[config.mk]
export PLATFORM = sky130hd
export DESIGN_NAME = cable_tdr_diag_regs
export DESIGN_NICKNAME = d
export VERILOG_FILES = /design/src/design/tdr_cycle_counter.v /design/src/design/peak_averager.v /design/src/design/cable_tdr_diag_regs.v
export VERILOG_INCLUDE_DIRS = /design/src /design/src/design
export SDC_FILE = /design/constraint.sdc
export NUM_CORES = 1
export LEC_CHECK = 0
export BUFFER_PORTS_ARGS = -buffer_cell sky130_fd_sc_hd__clkbuf_2
export CAP_MARGIN = 40
export CORE_MARGIN = 5
export CORE_UTILIZATION = 45
export CTS_CLUSTER_SIZE = 20
export DETAILED_ROUTE_END_ITERATION = 12
export PLACE_DENSITY = 0.65
export SLEW_MARGIN = 25
export SYNTH_ARGS = -nofsm -noshare
export SYNTH_HDL_FRONTEND = slang
export SYNTH_SLANG_ARGS = --single-unit
[constraint.sdc]
create_clock -name hclk -period 3.4 [get_ports hclk]
set_clock_uncertainty 0.2 [all_clocks]
set_input_delay 0.51 -clock hclk [delete_from_list [all_inputs] [get_ports hclk]]
set_output_delay 0.51 -clock hclk [all_outputs]
set_load 0.01 [all_outputs]
[src/design/diag_consts.vh]
// Register indices, reset values, field positions and codes for the diagnostics
`ifndef DIAG_CONSTS_VH
`define DIAG_CONSTS_VH

`define IDX_MODE        10'h0170
`define IDX_PULSE       10'h0171
`define IDX_LISTEN      10'h0173
`define IDX_SHORT       10'h0177
`define IDX_LOC_A       10'h0180
`define IDX_LOC_B       10'h0181
`define IDX_LOC_C       10'h0182
`define IDX_RUN         10'h001e
`define IDX_IRQ_STAT    10'h0190
`define IDX_IRQ_MASK    10'h0191

`define MODE_RST        16'h0e00
`define MODE_WMASK      16'h6f00
`define PULSE_RST       16'hc851
`define LISTEN_RST      16'ha01e
`define SHORT_RST       16'h0d96

`define CROSS_DIS_BIT   14
`define TX_BYP_BIT      13
`define RX_BYP_BIT      12
`define AVG_MSB         10
`define AVG_LSB         8
`define AVG_MAX_CODE    3'h6

`define RUN_START_BIT   0
`define RUN_DONE_BIT    1
`define IRQ_DONE_BIT    0

`define PAIR_TX         1'b0
`define PAIR_RX         1'b1

`endif

[src/design/tdr_cycle_counter.v]
// Counts averaged measurement cycles for one pair
`timescale 1ns/1ns
module tdr_cycle_counter #(
  parameter CNT_W = 7
) (
  input  wire             clk,
  input  wire             rst_n,
  input  wire             clear,
  input  wire             step,
  input  wire [2:0]       code,
  output wire             last
);

  reg  [CNT_W-1:0] count_q;
  wire [CNT_W-1:0] target;

  // Code n means 2**n cycles; count runs 0 .. 2**n - 1
  assign target = ({{(CNT_W-1){1'b0}}, 1'b1} << code) -
                  {{(CNT_W-1){1'b0}}, 1'b1};
  assign last   = (count_q == target);

  always @(posedge clk or negedge rst_n) begin
    if (!rst_n) begin
      count_q <= {CNT_W{1'b0}};
    end else if (clear) begin
      count_q <= {CNT_W{1'b0}};
    end else if (step) begin
      count_q <= count_q + {{(CNT_W-1){1'b0}}, 1'b1};
    end
  end

endmodule

[src/design/peak_averager.v]
// Accumulates peak locations over several cycles and divides by a power of 2
`timescale 1ns/1ns
module peak_averager #(
  parameter PEAKS = 5,
  parameter LOC_W = 8,
  parameter SUM_W = 14
) (
  input  wire                   clk,
  input  wire                   rst_n,
  input  wire                   clear,
  input  wire                   add,
  input  wire [PEAKS*LOC_W-1:0] peaks,
  input  wire [2:0]             shift,
  output wire [PEAKS*LOC_W-1:0] avg
);

  genvar g;

  generate
    for (g = 0; g < PEAKS; g = g + 1) begin : lane
      // One sum per lane keeps every flop with a single driver
      reg  [SUM_W-1:0] sum_q;
      wire [SUM_W-1:0] quot;
      // Sum is wide enough for 64 full-scale samples, so no overflow
      assign quot = sum_q >> shift;
      assign avg[g*LOC_W +: LOC_W] = quot[LOC_W-1:0];
      always @(posedge clk or negedge rst_n) begin
        if (!rst_n) begin
          sum_q <= {SUM_W{1'b0}};
        end else if (clear) begin
          sum_q <= {SUM_W{1'b0}};
        end else if (add) begin
          sum_q <= sum_q +
                   {{(SUM_W-LOC_W){1'b0}}, peaks[g*LOC_W +: LOC_W]};
        end
      end
    end
  endgenerate

endmodule

[src/design/cable_tdr_diag_regs.v]
// Cable reflectometry diagnostic registers, sequencer and AHB-Lite slave
`timescale 1ns/1ns
`include "diag_consts.vh"
module cable_tdr_diag_regs #(
  parameter ADDR_W = 12,
  parameter PEAKS  = 5,
  parameter LOC_W  = 8
) (
  input  wire                   hclk,
  input  wire                   hresetn,
  input  wire                   hsel,
  input  wire [ADDR_W-1:0]      haddr,
  input  wire [1:0]             htrans,
  input  wire                   hwrite,
  input  wire [2:0]             hsize,
  input  wire                   hready,
  input  wire [31:0]            hwdata,
  output reg  [31:0]            hrdata,
  output reg                    hreadyout,
  output reg                    hresp,
  output reg                    irq,
  output reg                    meas_req,
  output reg                    meas_pair,
  output reg                    meas_cross,
  output wire [3:0]             meas_pulse,
  output wire [7:0]             meas_listen,
  output wire [4:0]             meas_short_th,
  input  wire                   meas_ack,
  input  wire [PEAKS*LOC_W-1:0] meas_peaks
);

  //////////////////////////////////////////////////////////////////////////
  // State and register storage

  localparam ST_IDLE = 3'd0;
  localparam ST_REQ  = 3'd1;
  localparam ST_WAIT = 3'd2;
  localparam ST_LOAD = 3'd3;
  localparam ST_DONE = 3'd4;

  reg  [2:0]            st_q;
  reg  [2:0]            st_d;
  reg  [15:0]           mode_q;
  reg  [15:0]           pulse_q;
  reg  [15:0]           listen_q;
  reg  [15:0]           short_q;
  reg  [15:0]           loc_a_q;
  reg  [15:0]           loc_b_q;
  reg  [15:0]           loc_c_q;
  reg                   done_q;
  reg                   irq_stat_q;
  reg                   irq_mask_q;
  reg  [2:0]            avg_code_q;
  reg                   tx_byp_run_q;

  reg                   wr_pend_q;
  reg                   rd_pend_q;
  reg  [ADDR_W-3:0]     idx_q;

  wire                  busy;
  wire                  accept;
  wire                  wr_en;
  wire                  start;
  wire                  finish;
  wire                  avg_clear;
  wire                  avg_add;
  wire                  last_cycle;
  wire [PEAKS*LOC_W-1:0] avg;
  wire [2:0]            code_sel;
  wire                  wr_run;
  wire                  wr_stat;
  wire                  wr_mask;
  wire                  load_tx;

  assign busy   = (st_q != ST_IDLE);
  assign accept = hsel & htrans[1] & hready;
  assign wr_en  = wr_pend_q;

  // Start only while idle; a start during a run is dropped rather than
  // queued, so software waits for done before it starts again
  assign wr_run  = wr_en & (idx_q == `IDX_RUN);
  assign wr_stat = wr_en & (idx_q == `IDX_IRQ_STAT);
  assign wr_mask = wr_en & (idx_q == `IDX_IRQ_MASK);
  assign start   = wr_run & hwdata[`RUN_START_BIT] & ~busy;
  assign finish  = (st_q == ST_DONE);
  // Leaving the transmit pass also clears the sums for the receive pass
  assign load_tx = (st_q == ST_LOAD) & (meas_pair == `PAIR_TX);

  // Reserved code 111 runs as 64 cycles rather than as an undefined count
  assign code_sel = (mode_q[`AVG_MSB:`AVG_LSB] > `AVG_MAX_CODE) ?
                    `AVG_MAX_CODE : mode_q[`AVG_MSB:`AVG_LSB];

  assign avg_clear = start | load_tx;
  assign avg_add   = (st_q == ST_WAIT) & meas_ack;

  // Analog settings come straight from the configuration flops
  assign meas_pulse    = pulse_q[3:0];
  assign meas_listen   = listen_q[15:8];
  assign meas_short_th = short_q[12:8];

  //////////////////////////////////////////////////////////////////////////
  // Read decode

  function [15:0] read_mux;
    input [ADDR_W-3:0] idx;
    begin
      case (idx)
        `IDX_MODE:     read_mux = mode_q;
        `IDX_PULSE:    read_mux = pulse_q;
        `IDX_LISTEN:   read_mux = listen_q;
        `IDX_SHORT:    read_mux = short_q;
        `IDX_LOC_A:    read_mux = loc_a_q;
        `IDX_LOC_B:    read_mux = loc_b_q;
        `IDX_LOC_C:    read_mux = loc_c_q;
        `IDX_RUN:      read_mux = {14'h0000, done_q, busy};
        `IDX_IRQ_STAT: read_mux = {15'h0000, irq_stat_q};
        `IDX_IRQ_MASK: read_mux = {15'h0000, irq_mask_q};
        default:       read_mux = 16'h0000;
      endcase
    end
  endfunction

  //////////////////////////////////////////////////////////////////////////
  // AHB-Lite slave: zero-wait writes, one wait state on reads

  // The wait state lets a write in the previous data phase land before the
  // read is sampled, and keeps hrdata a plain flop
  always @(posedge hclk or negedge hresetn) begin
    if (!hresetn) begin
      wr_pend_q <= 1'b0;
      rd_pend_q <= 1'b0;
      idx_q     <= {(ADDR_W-2){1'b0}};
      hreadyout <= 1'b1;
      hrdata    <= 32'h0000_0000;
      hresp     <= 1'b0;
    end else begin
      wr_pend_q <= accept & hwrite;
      rd_pend_q <= accept & ~hwrite;
      if (accept) begin
        idx_q <= haddr[ADDR_W-1:2];
      end
      if (accept & ~hwrite) begin
        hreadyout <= 1'b0;
      end else if (rd_pend_q) begin
        hreadyout <= 1'b1;
        hrdata    <= {16'h0000, read_mux(idx_q)};
      end
      hresp <= 1'b0;
    end
  end

  //////////////////////////////////////////////////////////////////////////
  // Configuration registers
  // Analog settings follow writes at once, even in the middle of a run

  always @(posedge hclk or negedge hresetn) begin
    if (!hresetn) begin
      mode_q   <= `MODE_RST;
      pulse_q  <= `PULSE_RST;
      listen_q <= `LISTEN_RST;
      short_q  <= `SHORT_RST;
    end else if (wr_en) begin
      case (idx_q)
        `IDX_MODE: begin
          // Bits 15, 12 and 7:0 hold their value whatever is written
          mode_q <= (hwdata[15:0] & `MODE_WMASK) |
                    (`MODE_RST & ~`MODE_WMASK);
        end
        `IDX_PULSE: begin
          pulse_q <= hwdata[15:0];
        end
        `IDX_LISTEN: begin
          listen_q <= hwdata[15:0];
        end
        `IDX_SHORT: begin
          short_q <= hwdata[15:0];
        end
        default: begin
        end
      endcase
    end
  end

  //////////////////////////////////////////////////////////////////////////
  // Interrupt status and mask

  always @(posedge hclk or negedge hresetn) begin
    if (!hresetn) begin
      irq_stat_q <= 1'b0;
      irq_mask_q <= 1'b0;
      irq        <= 1'b0;
    end else begin
      // A completion in the same cycle as a clear keeps the bit set
      if (finish) begin
        irq_stat_q <= 1'b1;
      end else if (wr_stat & hwdata[`IRQ_DONE_BIT]) begin
        irq_stat_q <= 1'b0;
      end
      if (wr_mask) begin
        irq_mask_q <= hwdata[`IRQ_DONE_BIT];
      end
      irq <= irq_stat_q & irq_mask_q;
    end
  end

  //////////////////////////////////////////////////////////////////////////
  // Measurement sequencer
  // Pair, cross mode and cycle code are latched at start, so writes made
  // during a run cannot change what is being averaged

  always @* begin
    st_d = st_q;
    case (st_q)
      ST_IDLE: begin
        if (start) begin
          st_d = ST_REQ;
        end
      end
      ST_REQ: begin
        st_d = ST_WAIT;
      end
      ST_WAIT: begin
        if (meas_ack) begin
          st_d = last_cycle ? ST_LOAD : ST_REQ;
        end
      end
      ST_LOAD: begin
        st_d = (meas_pair == `PAIR_TX) ? ST_REQ : ST_DONE;
      end
      ST_DONE: begin
        st_d = ST_IDLE;
      end
      default: begin
        st_d = ST_IDLE;
      end
    endcase
  end

  always @(posedge hclk or negedge hresetn) begin
    if (!hresetn) begin
      st_q         <= ST_IDLE;
      meas_req     <= 1'b0;
      meas_pair    <= `PAIR_TX;
      meas_cross   <= 1'b0;
      avg_code_q   <= 3'h0;
      tx_byp_run_q <= 1'b0;
      done_q       <= 1'b0;
    end else begin
      st_q     <= st_d;
      meas_req <= (st_d == ST_REQ);
      if (start) begin
        done_q       <= 1'b0;
        avg_code_q   <= code_sel;
        tx_byp_run_q <= mode_q[`TX_BYP_BIT];
        // Skip the transmit pair when it is bypassed
        meas_pair    <= mode_q[`TX_BYP_BIT] ? `PAIR_RX :
                        `PAIR_TX;
        // Cross mode makes the front end watch the opposite pair
        meas_cross   <= ~mode_q[`CROSS_DIS_BIT];
      end else if (load_tx) begin
        // Receive pair is never bypassed since its bypass bit is fixed
        meas_pair <= `PAIR_RX;
      end
      if (finish) begin
        done_q <= 1'b1;
      end
    end
  end

  //////////////////////////////////////////////////////////////////////////
  // Result registers
  // Locations change only at load; reads during a run show the last run until the first pass loads (the receive pass when transmit is bypassed)

  always @(posedge hclk or negedge hresetn) begin
    if (!hresetn) begin
      loc_a_q <= 16'h0000;
      loc_b_q <= 16'h0000;
      loc_c_q <= 16'h0000;
    end else if (st_q == ST_LOAD) begin
      if (meas_pair == `PAIR_TX) begin
        // Lowest peak number in the low byte
        loc_a_q      <= avg[15:0];
        loc_b_q      <= avg[31:16];
        loc_c_q[7:0] <= avg[39:32];
      end else begin
        loc_c_q[15:8] <= avg[7:0];
        if (tx_byp_run_q) begin
          // Bypassed pair leaves its own slots empty
          loc_a_q      <= 16'h0000;
          loc_b_q      <= 16'h0000;
          loc_c_q[7:0] <= 8'h00;
        end
      end
    end
  end

  //////////////////////////////////////////////////////////////////////////
  // Averaging datapath
  // Counter and sums share one clear, so they cannot drift apart

  tdr_cycle_counter #(
    .CNT_W (7)
  ) u_cycles (
    .clk   (hclk),
    .rst_n (hresetn),
    .clear (avg_clear),
    .step  (avg_add),
    .code  (avg_code_q),
    .last  (last_cycle)
  );

  peak_averager #(
    .PEAKS (PEAKS),
    .LOC_W (LOC_W),
    .SUM_W (14)
  ) u_avg (
    .clk   (hclk),
    .rst_n (hresetn),
    .clear (avg_clear),
    .add   (avg_add),
    .peaks (meas_peaks),
    .shift (avg_code_q),
    .avg   (avg)
  );

endmodule

==> results of run 1 <==
cells by family after synthesis:
| logic type | synth area share |
|---|---|
| buf+inv | 0.0459 |
| xor+xnor | 0.0341 |
| flops | 0.426 |
| compound gates | 0.136 |
| fa+ha+maj | 0.0477 |
| simple gates | 0.133 |
| mux | 0.177 |
| other cells | 0.000286 |
stage by stage:
| stage | hold WS [ns] | cell area (um^2) |
|---|---|---|
| after floorplan | 0.0144 | 13200 |
| after global placement | 0.262 | 13900 |
| after detailed placement | 0.270 | 13900 |
| after CTS | 0.00779 | 14800 |
| after global routing | 0.0126 | 14800 |
| final | 0.0238 | 14800 |
worst max-delay path, stage by stage, from the launching register on:
cell      delay, ns
dfrtp_1        0.46
or4b_1         0.82
nor3_4         0.25
a211oi_1       0.09
or2_1          0.49
o21ai_0        0.29
where the power goes:
part	switching [mW]	leakage (nW)	internal, mW	total, mW
Clock	1.11	0.384	1.52	2.63
Sequential	0.528	2.83	3.08	3.61
Combinational	1.60	3.08	1.37	2.97
flip-flops by register name, indices dropped and copies added, names as in the netlist:
name              cells
loc_a_q              16
done_q                1
meas_req              1
idx_q                10
irq_stat_q            1
wr_en                 1
u_avg.lane.sum_q     70
irq_mask_q            1
mode_q                6
meas_pair             1
meas_cross            1
loc_c_q              16
irq                   1
hrdata               16
short_q              16
avg_code_q            3
listen_q             16
rd_pend_q             1
hreadyout             1
st_q                  3
loc_b_q              16
u_cycles.count_q      7
pulse_q              16
tx_byp_run_q          1
worst max path at each step:
stage                               to  slack, ns
2_1_floorplan                 meas_req       0.48
3_3_place_gp               short_q[15]       0.68
3_5_place_dp   u_avg.lane[3].sum_q[12]       0.69
4_1_cts                       meas_req       0.69
5_1_grt                       meas_req       0.52
6_report                     hrdata[1]       0.69
timing repair:
item,in CTS,in global routing
gates resized for setup,0,0
endpoints found under the hold margin,72,0
buffers inserted,0,0
hold buffers,11,0
placed cells by master, fill, tap and decap left out, types with 29 or more instances in the layout:
cell      instances
mux2i_1          69
clkbuf_2        109
nand3_1          56
mux2_2           48
xor2_1           29
nand2_1         152
mux4_2           35
a21oi_1          32
dfrtp_1         196
nor2_1           65
ha_1             42
o21ai_0         119
cell type report:
type	count	area (um^2)
Sequential cell	222	5590
Clock buffer	40	712
Tap cell	384	480
Inverter	8	30.0
Fill cell	2652	13900
Timing Repair Buffer	150	933
Clock inverter	6	73.8
Multi-Input combinational cell	932	7020
metal layers:
layer	track usage	part of all wire	routed length (um)
met1	0.302	0.49	16000
met5	0	0	0
met2	0.295	0.44	14200
met4	0.0330	0.015	483
met3	0.0316	0.055	1800
==> flow_summary.yaml, run 1 <==
placed_design:
  dp.final_hpwl_mm: 23.3
  pre_cts_ws_ns: 0.690
  port_buffers: 110
  place_congestion: 0.856
  placedCellCount: 1685
synthesis:
  yosys_warnings: 0
  yosysUniqueCellTypes: 75
  synth_common_cells: "dfrtp_1 (199), nand2_1 (152), o21ai_0 (119), mux2i_1 (69), nor2_1 (65)"
  yosysSeqAreaShare: 0.426
  syn_area_per_cell_um2: 10.5
  yosys_register_bits: 222
  synth-main-ff-cell: "dfrtp_1"
  synth_most_common_cell: "dfrtp_1"
  synthTopCellsByArea: "dfrtp_1 (38%), mux4_2 (6.0%), mux2i_1 (5.3%)"
  syn_area_um2: 13100
  synth_top_area_frac: 0.380
  synth_cells: 1250
  yosysTopAreaCell: "dfrtp_1"
  synth-async-reset-ratio: 1.00
  synth-edff-count: 0
critical_path:
  cp-startpoint: "idx_q[4]"
  reg2regPathDepth: 5
  path_class: "reg -> reg"
  r2r_start: "idx_q[4]"
  r2r-end: "hrdata[1]"
  cp.required_ns: 3.65
  arrival_ns: 2.97
  crit_path_max_fanout: 16
  cp-end-kind: "register"
  startpoint_type: "register"
  r2r_setup_slack_ns: 0.69
clocking:
  clk_pin_slew_ns: 0.06
  clk_latency_ns: 0.54
  htreeDepth: 1
  clock-root-buffer: "clkbuf_16"
  cts_buffers: 25
  cts_tree: "built"
  clk_path_buf_depth: 3
  cts_sinks: 222
drt:
  drt_iter0_drc: 668
  dr_total_vias: 9930
  detail-route-antenna-nets: 0
  drt_pass1_iterations: 5
  drc: 0
  wl_mm: 32.6
  viasPerCell: 5.70
  routedWlPerCell_um: 18.7
timing:
  setup-tns-final_ns: 0
  layout_min_cycle_time_ns: 2.71
  rsz0062_at_grt: "false"
  hold_viol: 0
  fin_ws_ns: 0.685
  max_slew_margin: 0.532
  tightestPinTransition_ns: 0.702
  slew_viol_final: 0
  final.period_utilization: 0.798
  setup-violations-final: 0
  timing.fmax_mhz: 368
worst_hold_path:
  worstHoldStart: "haddr[3]"
  whs_path_depth: 2
  holdCritPathClass: "in -> reg"
  hold_end: "idx_q[1]"
floorplanning:
  rows: 62
  die_w_um: 181
  die-area_um2: 32700
  start_util: 0.457
  core-area_um2: 28700
  die_y_um: 181
  io_pins: 150
cells_and_area:
  syn_to_final_growth_pct: 13.1
  utilization: 0.517
  drive_above_1_share: 0.236
  stdcell_count: 1742
  fin_nets: 1481
  antenna_cells: 0
global_route:
  grt_max_degree: 86
  track_usage: 0.196
  grt_pass1_vias: 9648
  antenna_found_initial: 0
  grt_pass1_wl_mm: 53.2
  gr-total-overflow: 0
power_and_ir_drop:
  leakagePower_nw: 6.29
  ir_drop_uv: 465
  p_total_mw: 9.21
  power_density_nw_per_um2: 621
run:
  cap_violations: 0
status:
  outcome: "complete, no violations"
No activity file was read; power rests on OpenSTA's default activity.
==> run 2, diff against run 1 <==
- clock period: 3.4 -> 2.5 ns (I/O delays scaled with it)
==> run 2 against run 1 <==
Effect of this change: clock power grew 45%; final cell count grew 2.6%; flip-flop and latch count is the same; setup slack lost 0.61 ns; hold slack gained 0.038 ns; first-iteration DRC count shrank 8.1%; routed wire length grew 1.5%; utilization grew 2.3 points; non-clock buffer count grew 45; via count grew 1.6%; largest cell class unchanged; highest routed layer unchanged.
==> flow_summary.yaml, run 2 (same netlist as run 1, synthesis figures left out) <==
status:
  outcome: "complete, no violations"
critical_path:
  cp.required_ns: 2.71
  r2r-end: "meas_req"
  path_cells: "or3_4 > ha_4 > or4b_4 > o311ai_2 > xnor2_1 > nand3_1 > o22ai_2 > nor2_1"
  path_class: "reg -> reg"
  critPathMaxStageDelay_ns: 0.54
  r2r_start: "avg_code_q[1]"
  crit_path_max_fanout: 6
  startpoint_type: "register"
  crit_slowest_cell: "or4b_4"
  r2r_setup_slack_ns: 0.07
  cp-startpoint: "avg_code_q[1]"
  critPathCapture: "meas_req"
  cp-end-kind: "register"
  reg2regPathDepth: 8
  arrival_ns: 2.63
cells_and_area:
  drive_above_1_share: 0.262
  antenna_cells: 0
  filler_cell_count: 2569
  fin_area_um2: 15500
  regArea_um2: 5590
  layout_common_cells: "dfrtp_1 (196), nand2_1 (152), o21ai_0 (118)"
  utilization: 0.540
  syn_to_final_growth_pct: 18.2
  top_register: "u_avg.lane.sum_q"
  largest_register_ffs: 70
  mostFrequentLayoutCell: "dfrtp_1"
  multiInputGateArea_um2: 7110
  fin_nets: 1526
drt:
  drt_iter0_drc: 614
  wl_mm: 33.1
  viasPerCell: 5.65
  detail-route-antenna-nets: 0
  routedWlPerCell_um: 18.5
  dr_total_vias: 10100
  drc: 0
  drt_pass1_iterations: 5
timing:
  slew_viol_final: 0
  timing.fmax_mhz: 412
  max_slew_margin: 0.596
  layout_min_cycle_time_ns: 2.43
  setup-tns-final_ns: 0
  setup-violations-final: 0
  tightestPinTransition_ns: 0.606
  final.period_utilization: 0.971
  rsz0062_at_grt: "false"
  hold_viol: 0
floorplanning:
  core-area_um2: 28700
  rows: 62
  die-area_um2: 32700
  start_util: 0.457
  io_pins: 150
  die_y_um: 181
  die_w_um: 181
power_and_ir_drop:
  leakagePower_nw: 6.61
  p_total_mw: 13.0
  power_density_nw_per_um2: 837
  ir_drop_uv: 563
global_route:
  grt_pass1_wl_mm: 54.3
  antenna_found_initial: 0
  track_usage: 0.200
  grt_pass1_vias: 9954
  gr-total-overflow: 0
  grt_max_degree: 77
placed_design:
  place_congestion: 0.841
  dpl_cell_area_um2: 14300
  port_buffers: 110
  dp.final_hpwl_mm: 24.0
worst_hold_path:
  holdCritPathClass: "in -> reg"
clocking:
  cts_buffers: 25
  clk_latency_ns: 0.53
  clk_path_buf_depth: 3
  htreeDepth: 1
  clock-root-buffer: "clkbuf_16"
  clk_pin_slew_ns: 0.06
  cts_sinks: 222
  cts_tree: "built"
run:
  cap_violations: 0
==> run 2: final cells by class <==
| class | count | area share |
|---|---|---|
| multi-input cells | 932 | 0.458 |
| flip-flops and latches | 222 | 0.361 |
| repair buffers | 195 | 0.0921 |
| clock buffers | 36 | 0.0469 |
| well taps | 384 | 0.0310 |
| clock inverters | 10 | 0.00904 |
| inverters | 8 | 0.00194 |
==> run 2: power breakdown <==
| part | total [mW] | switching (mW) | internal (mW) |
|---|---|---|---|
| registers | 4.89 | 0.700 | 4.19 |
| clock network | 3.82 | 1.48 | 2.34 |
| logic | 4.26 | 2.24 | 2.02 |
| total | 13.0 | 4.43 | 8.55 |
==> run 2: repair_timing <==
action	4_1_cts	5_1_grt
buffers inserted	0	1
gates resized for setup	0	12
endpoints found under the hold margin	127	0
endpoints found under the setup margin	0	14
hold buffers	32	0
==> run 2: worst max-delay path: cells and delay by family, from the launching register on <==
kind                     cells  cell delay [ns]
AND/OR/NAND/NOR              4             1.05
flip-flops                   1             0.51
AO/OA/AOI/OAI                2             0.20
adder cells (fa/ha/maj)      1             0.19
XOR/XNOR                     1             0.15
==> run 2: worst min path at each step <==
stage	to	cells after the start	slack [ns]	from
floorplan	avg_code_q[0]	0	-0.12	hresetn
global placement	idx_q[9]	1	0.17	hresetn
detailed placement	rd_pend_q	1	0.18	hresetn
CTS	pulse_q[0]	2	0.04	hwdata[0]
global route	pulse_q[0]	2	0.05	hwdata[0]
finish	pulse_q[0]	2	0.06	hwdata[0]
==> run 2: layer usage <==
layer	wire length [um]	up-vias	GRT usage
met5	0	-	0
met4	442	0	0.0330
met3	1560	29	0.0296
met2	14900	239	0.308
met1	16100	5004	0.305
li1	-	4821	-
==> run 2: per-stage QoR <==
step                setup WS, ns  hold slack [ns]  cells
floorplan               0.000613           -0.121   1266
global placement          0.0149            0.175   1708
detailed placement       -0.0163            0.178   1708
CTS                       0.0144           0.0407   1786
global route             0.00124           0.0515   1787
finish                    0.0718           0.0615   1787
==> run 3, diff against run 2 <==
- CORE_MARGIN: 5 -> default
==> run 3 against run 2 <==
Effect of this change: sequential share of layout area up 0.24 points; non-clock buffer count rose by 1; register-to-register slack got worse by 0.02 ns; utilization is 0.35 points lower; flip-flop and latch count did not move; combinational power about the same; fmax down 0.82%; die area fell by 8.7%; critical endpoint unchanged; largest power group unchanged.
==> flow_summary.yaml, run 3 (same netlist as run 1, synthesis figures left out) <==
status:
  outcome: "complete, no violations"
critical_path:
  crit_path_max_fanout: 5
  path_class: "reg -> reg"
  r2r_setup_slack_ns: 0.05
  path_cells: "or3_4 > ha_4 > or4b_4 > o311ai_4 > xnor2_1 > nand3_1 > o22ai_2 > nor2_1"
  arrival_ns: 2.66
  cp.required_ns: 2.71
  crit_slowest_cell: "or4b_4"
  critPathMaxStageDelay_ns: 0.53
  cp-end-kind: "register"
  startpoint_type: "register"
placed_design:
  dp.final_hpwl_mm: 23.2
  place_congestion: 0.842
  port_buffers: 110
  pre_cts_ws_ns: -0.0930
power_and_ir_drop:
  ir_drop_uv: 687
  switchingPower_mw: 4.46
  leakagePower_nw: 6.56
  switching_share: 0.352
  pwr-share-comb: 0.335
  p_total_mw: 12.7
  seqPwrFrac: 0.386
  power_density_nw_per_um2: 823
  clkPwrFrac: 0.279
  p_int_mw: 8.22
clocking:
  htreeDepth: 1
  cts_sinks: 222
  clk_path_buf_depth: 3
  clk_latency_ns: 0.54
  cts_buffers: 25
  clk_pin_slew_ns: 0.06
  cts_tree: "built"
  clock-root-buffer: "clkbuf_16"
timing:
  rsz0062_at_grt: "true"
  layout_min_cycle_time_ns: 2.45
  setup-tns-final_ns: 0
  holdWs_ns: 0.0452
  timing.fmax_mhz: 408
  slew_viol_final: 0
  hold_viol: 0
  final.period_utilization: 0.979
  setup-violations-final: 0
  fin_ws_ns: 0.0517
  max_slew_margin: 0.556
  tightestPinTransition_ns: 0.666
drt:
  routedWlPerCell_um: 18.4
  detail-route-antenna-nets: 0
  drc: 0
  drt_iter0_drc: 762
  dr_total_vias: 10100
  wl_mm: 32.9
  drt_pass1_iterations: 5
  viasPerCell: 5.67
floorplanning:
  io_pins: 150
  die_w_um: 173
  die-area_um2: 29800
  start_util: 0.457
  core-area_um2: 28700
  die_y_um: 173
  rows: 62
cells_and_area:
  multiInputGateArea_um2: 7110
  syn_to_final_growth_pct: 17.5
  antenna_cells: 0
  filler_cell_count: 2579
  fin_nets: 1527
  mostFrequentLayoutCell: "dfrtp_1"
  drive_above_1_share: 0.259
  top_register: "u_avg.lane.sum_q"
  largest_register_ffs: 70
  regArea_um2: 5590
  layout_common_cells: "dfrtp_1 (196), nand2_1 (152), o21ai_0 (118)"
  utilization: 0.537
global_route:
  grt_max_degree: 77
  track_usage: 0.223
  gr-total-overflow: 0
  grt_pass1_vias: 9819
  antenna_found_initial: 0
  grt_pass1_wl_mm: 53.9
worst_hold_path:
  holdCritPathClass: "in -> reg"
run:
  cap_violations: 0
-- run 3: power groups by stage --
stage               combinational [mW]  clock, mW  sequential [mW]
floorplan                         3.06          0             4.71
global placement                  3.98          0             4.92
detailed placement                4.09          0             4.95
CTS                               4.19       3.61             4.89
global route                      4.79       3.73             4.99
finish                            4.25       3.54             4.90
-- run 3: layout make-up --
type,instances,area share
Multi-Input combinational cell,932,0.461
Sequential cell,222,0.363
Timing Repair Buffer,196,0.0916
Clock buffer,39,0.0473
Tap cell,384,0.0312
Clock inverter,7,0.00365
Inverter,8,0.00195
-- run 3: stage by stage --
stage | area (um^2) | std cells
after global routing | 15400 | 1788
after floorplan | 13200 | 1266
after CTS | 15300 | 1781
final | 15400 | 1788
after global placement | 14200 | 1703
after detailed placement | 14200 | 1703
-- run 3: final timing paths --
kind,from,to,cells past startpoint
min reg2reg,hrdata[5],hrdata[5],2
max reg2reg,avg_code_q[1],meas_req,8
min,meas_peaks[17],u_avg.lane[2].sum_q[1],4
max in group asynchronous,hresetn,short_q[4],3
min in group asynchronous,hresetn,rd_pend_q,2
max,avg_code_q[1],meas_req,8
-- run 3: worst max-delay path, delay by kind of cell (launching register included) --
family          cells  cell delay (ns)
fa+ha+maj           1             0.19
flops               1             0.50
simple gates        4             1.10
compound gates      2             0.20
xor+xnor            1             0.15
-- run 3: per-layer routing --
layer | vias to the layer above | GRT usage | share of wire
li1 | 4831 | - | -
met1 | 4983 | 0.337 | 0.49
met2 | 277 | 0.337 | 0.44
met3 | 46 | 0.0292 | 0.053
met4 | 0 | 0.0590 | 0.022
met5 | - | 0 | 0
-- run 3: repair_timing --
| item | 4_1_cts | 5_1_grt |
|---|---|---|
| hold endpoints to repair | 158 | 0 |
| resized for setup | 0 | 11 |
| buffers inserted | 0 | 7 |
| endpoints found under the setup margin | 0 | 17 |
| hold buffers | 32 | 0 |
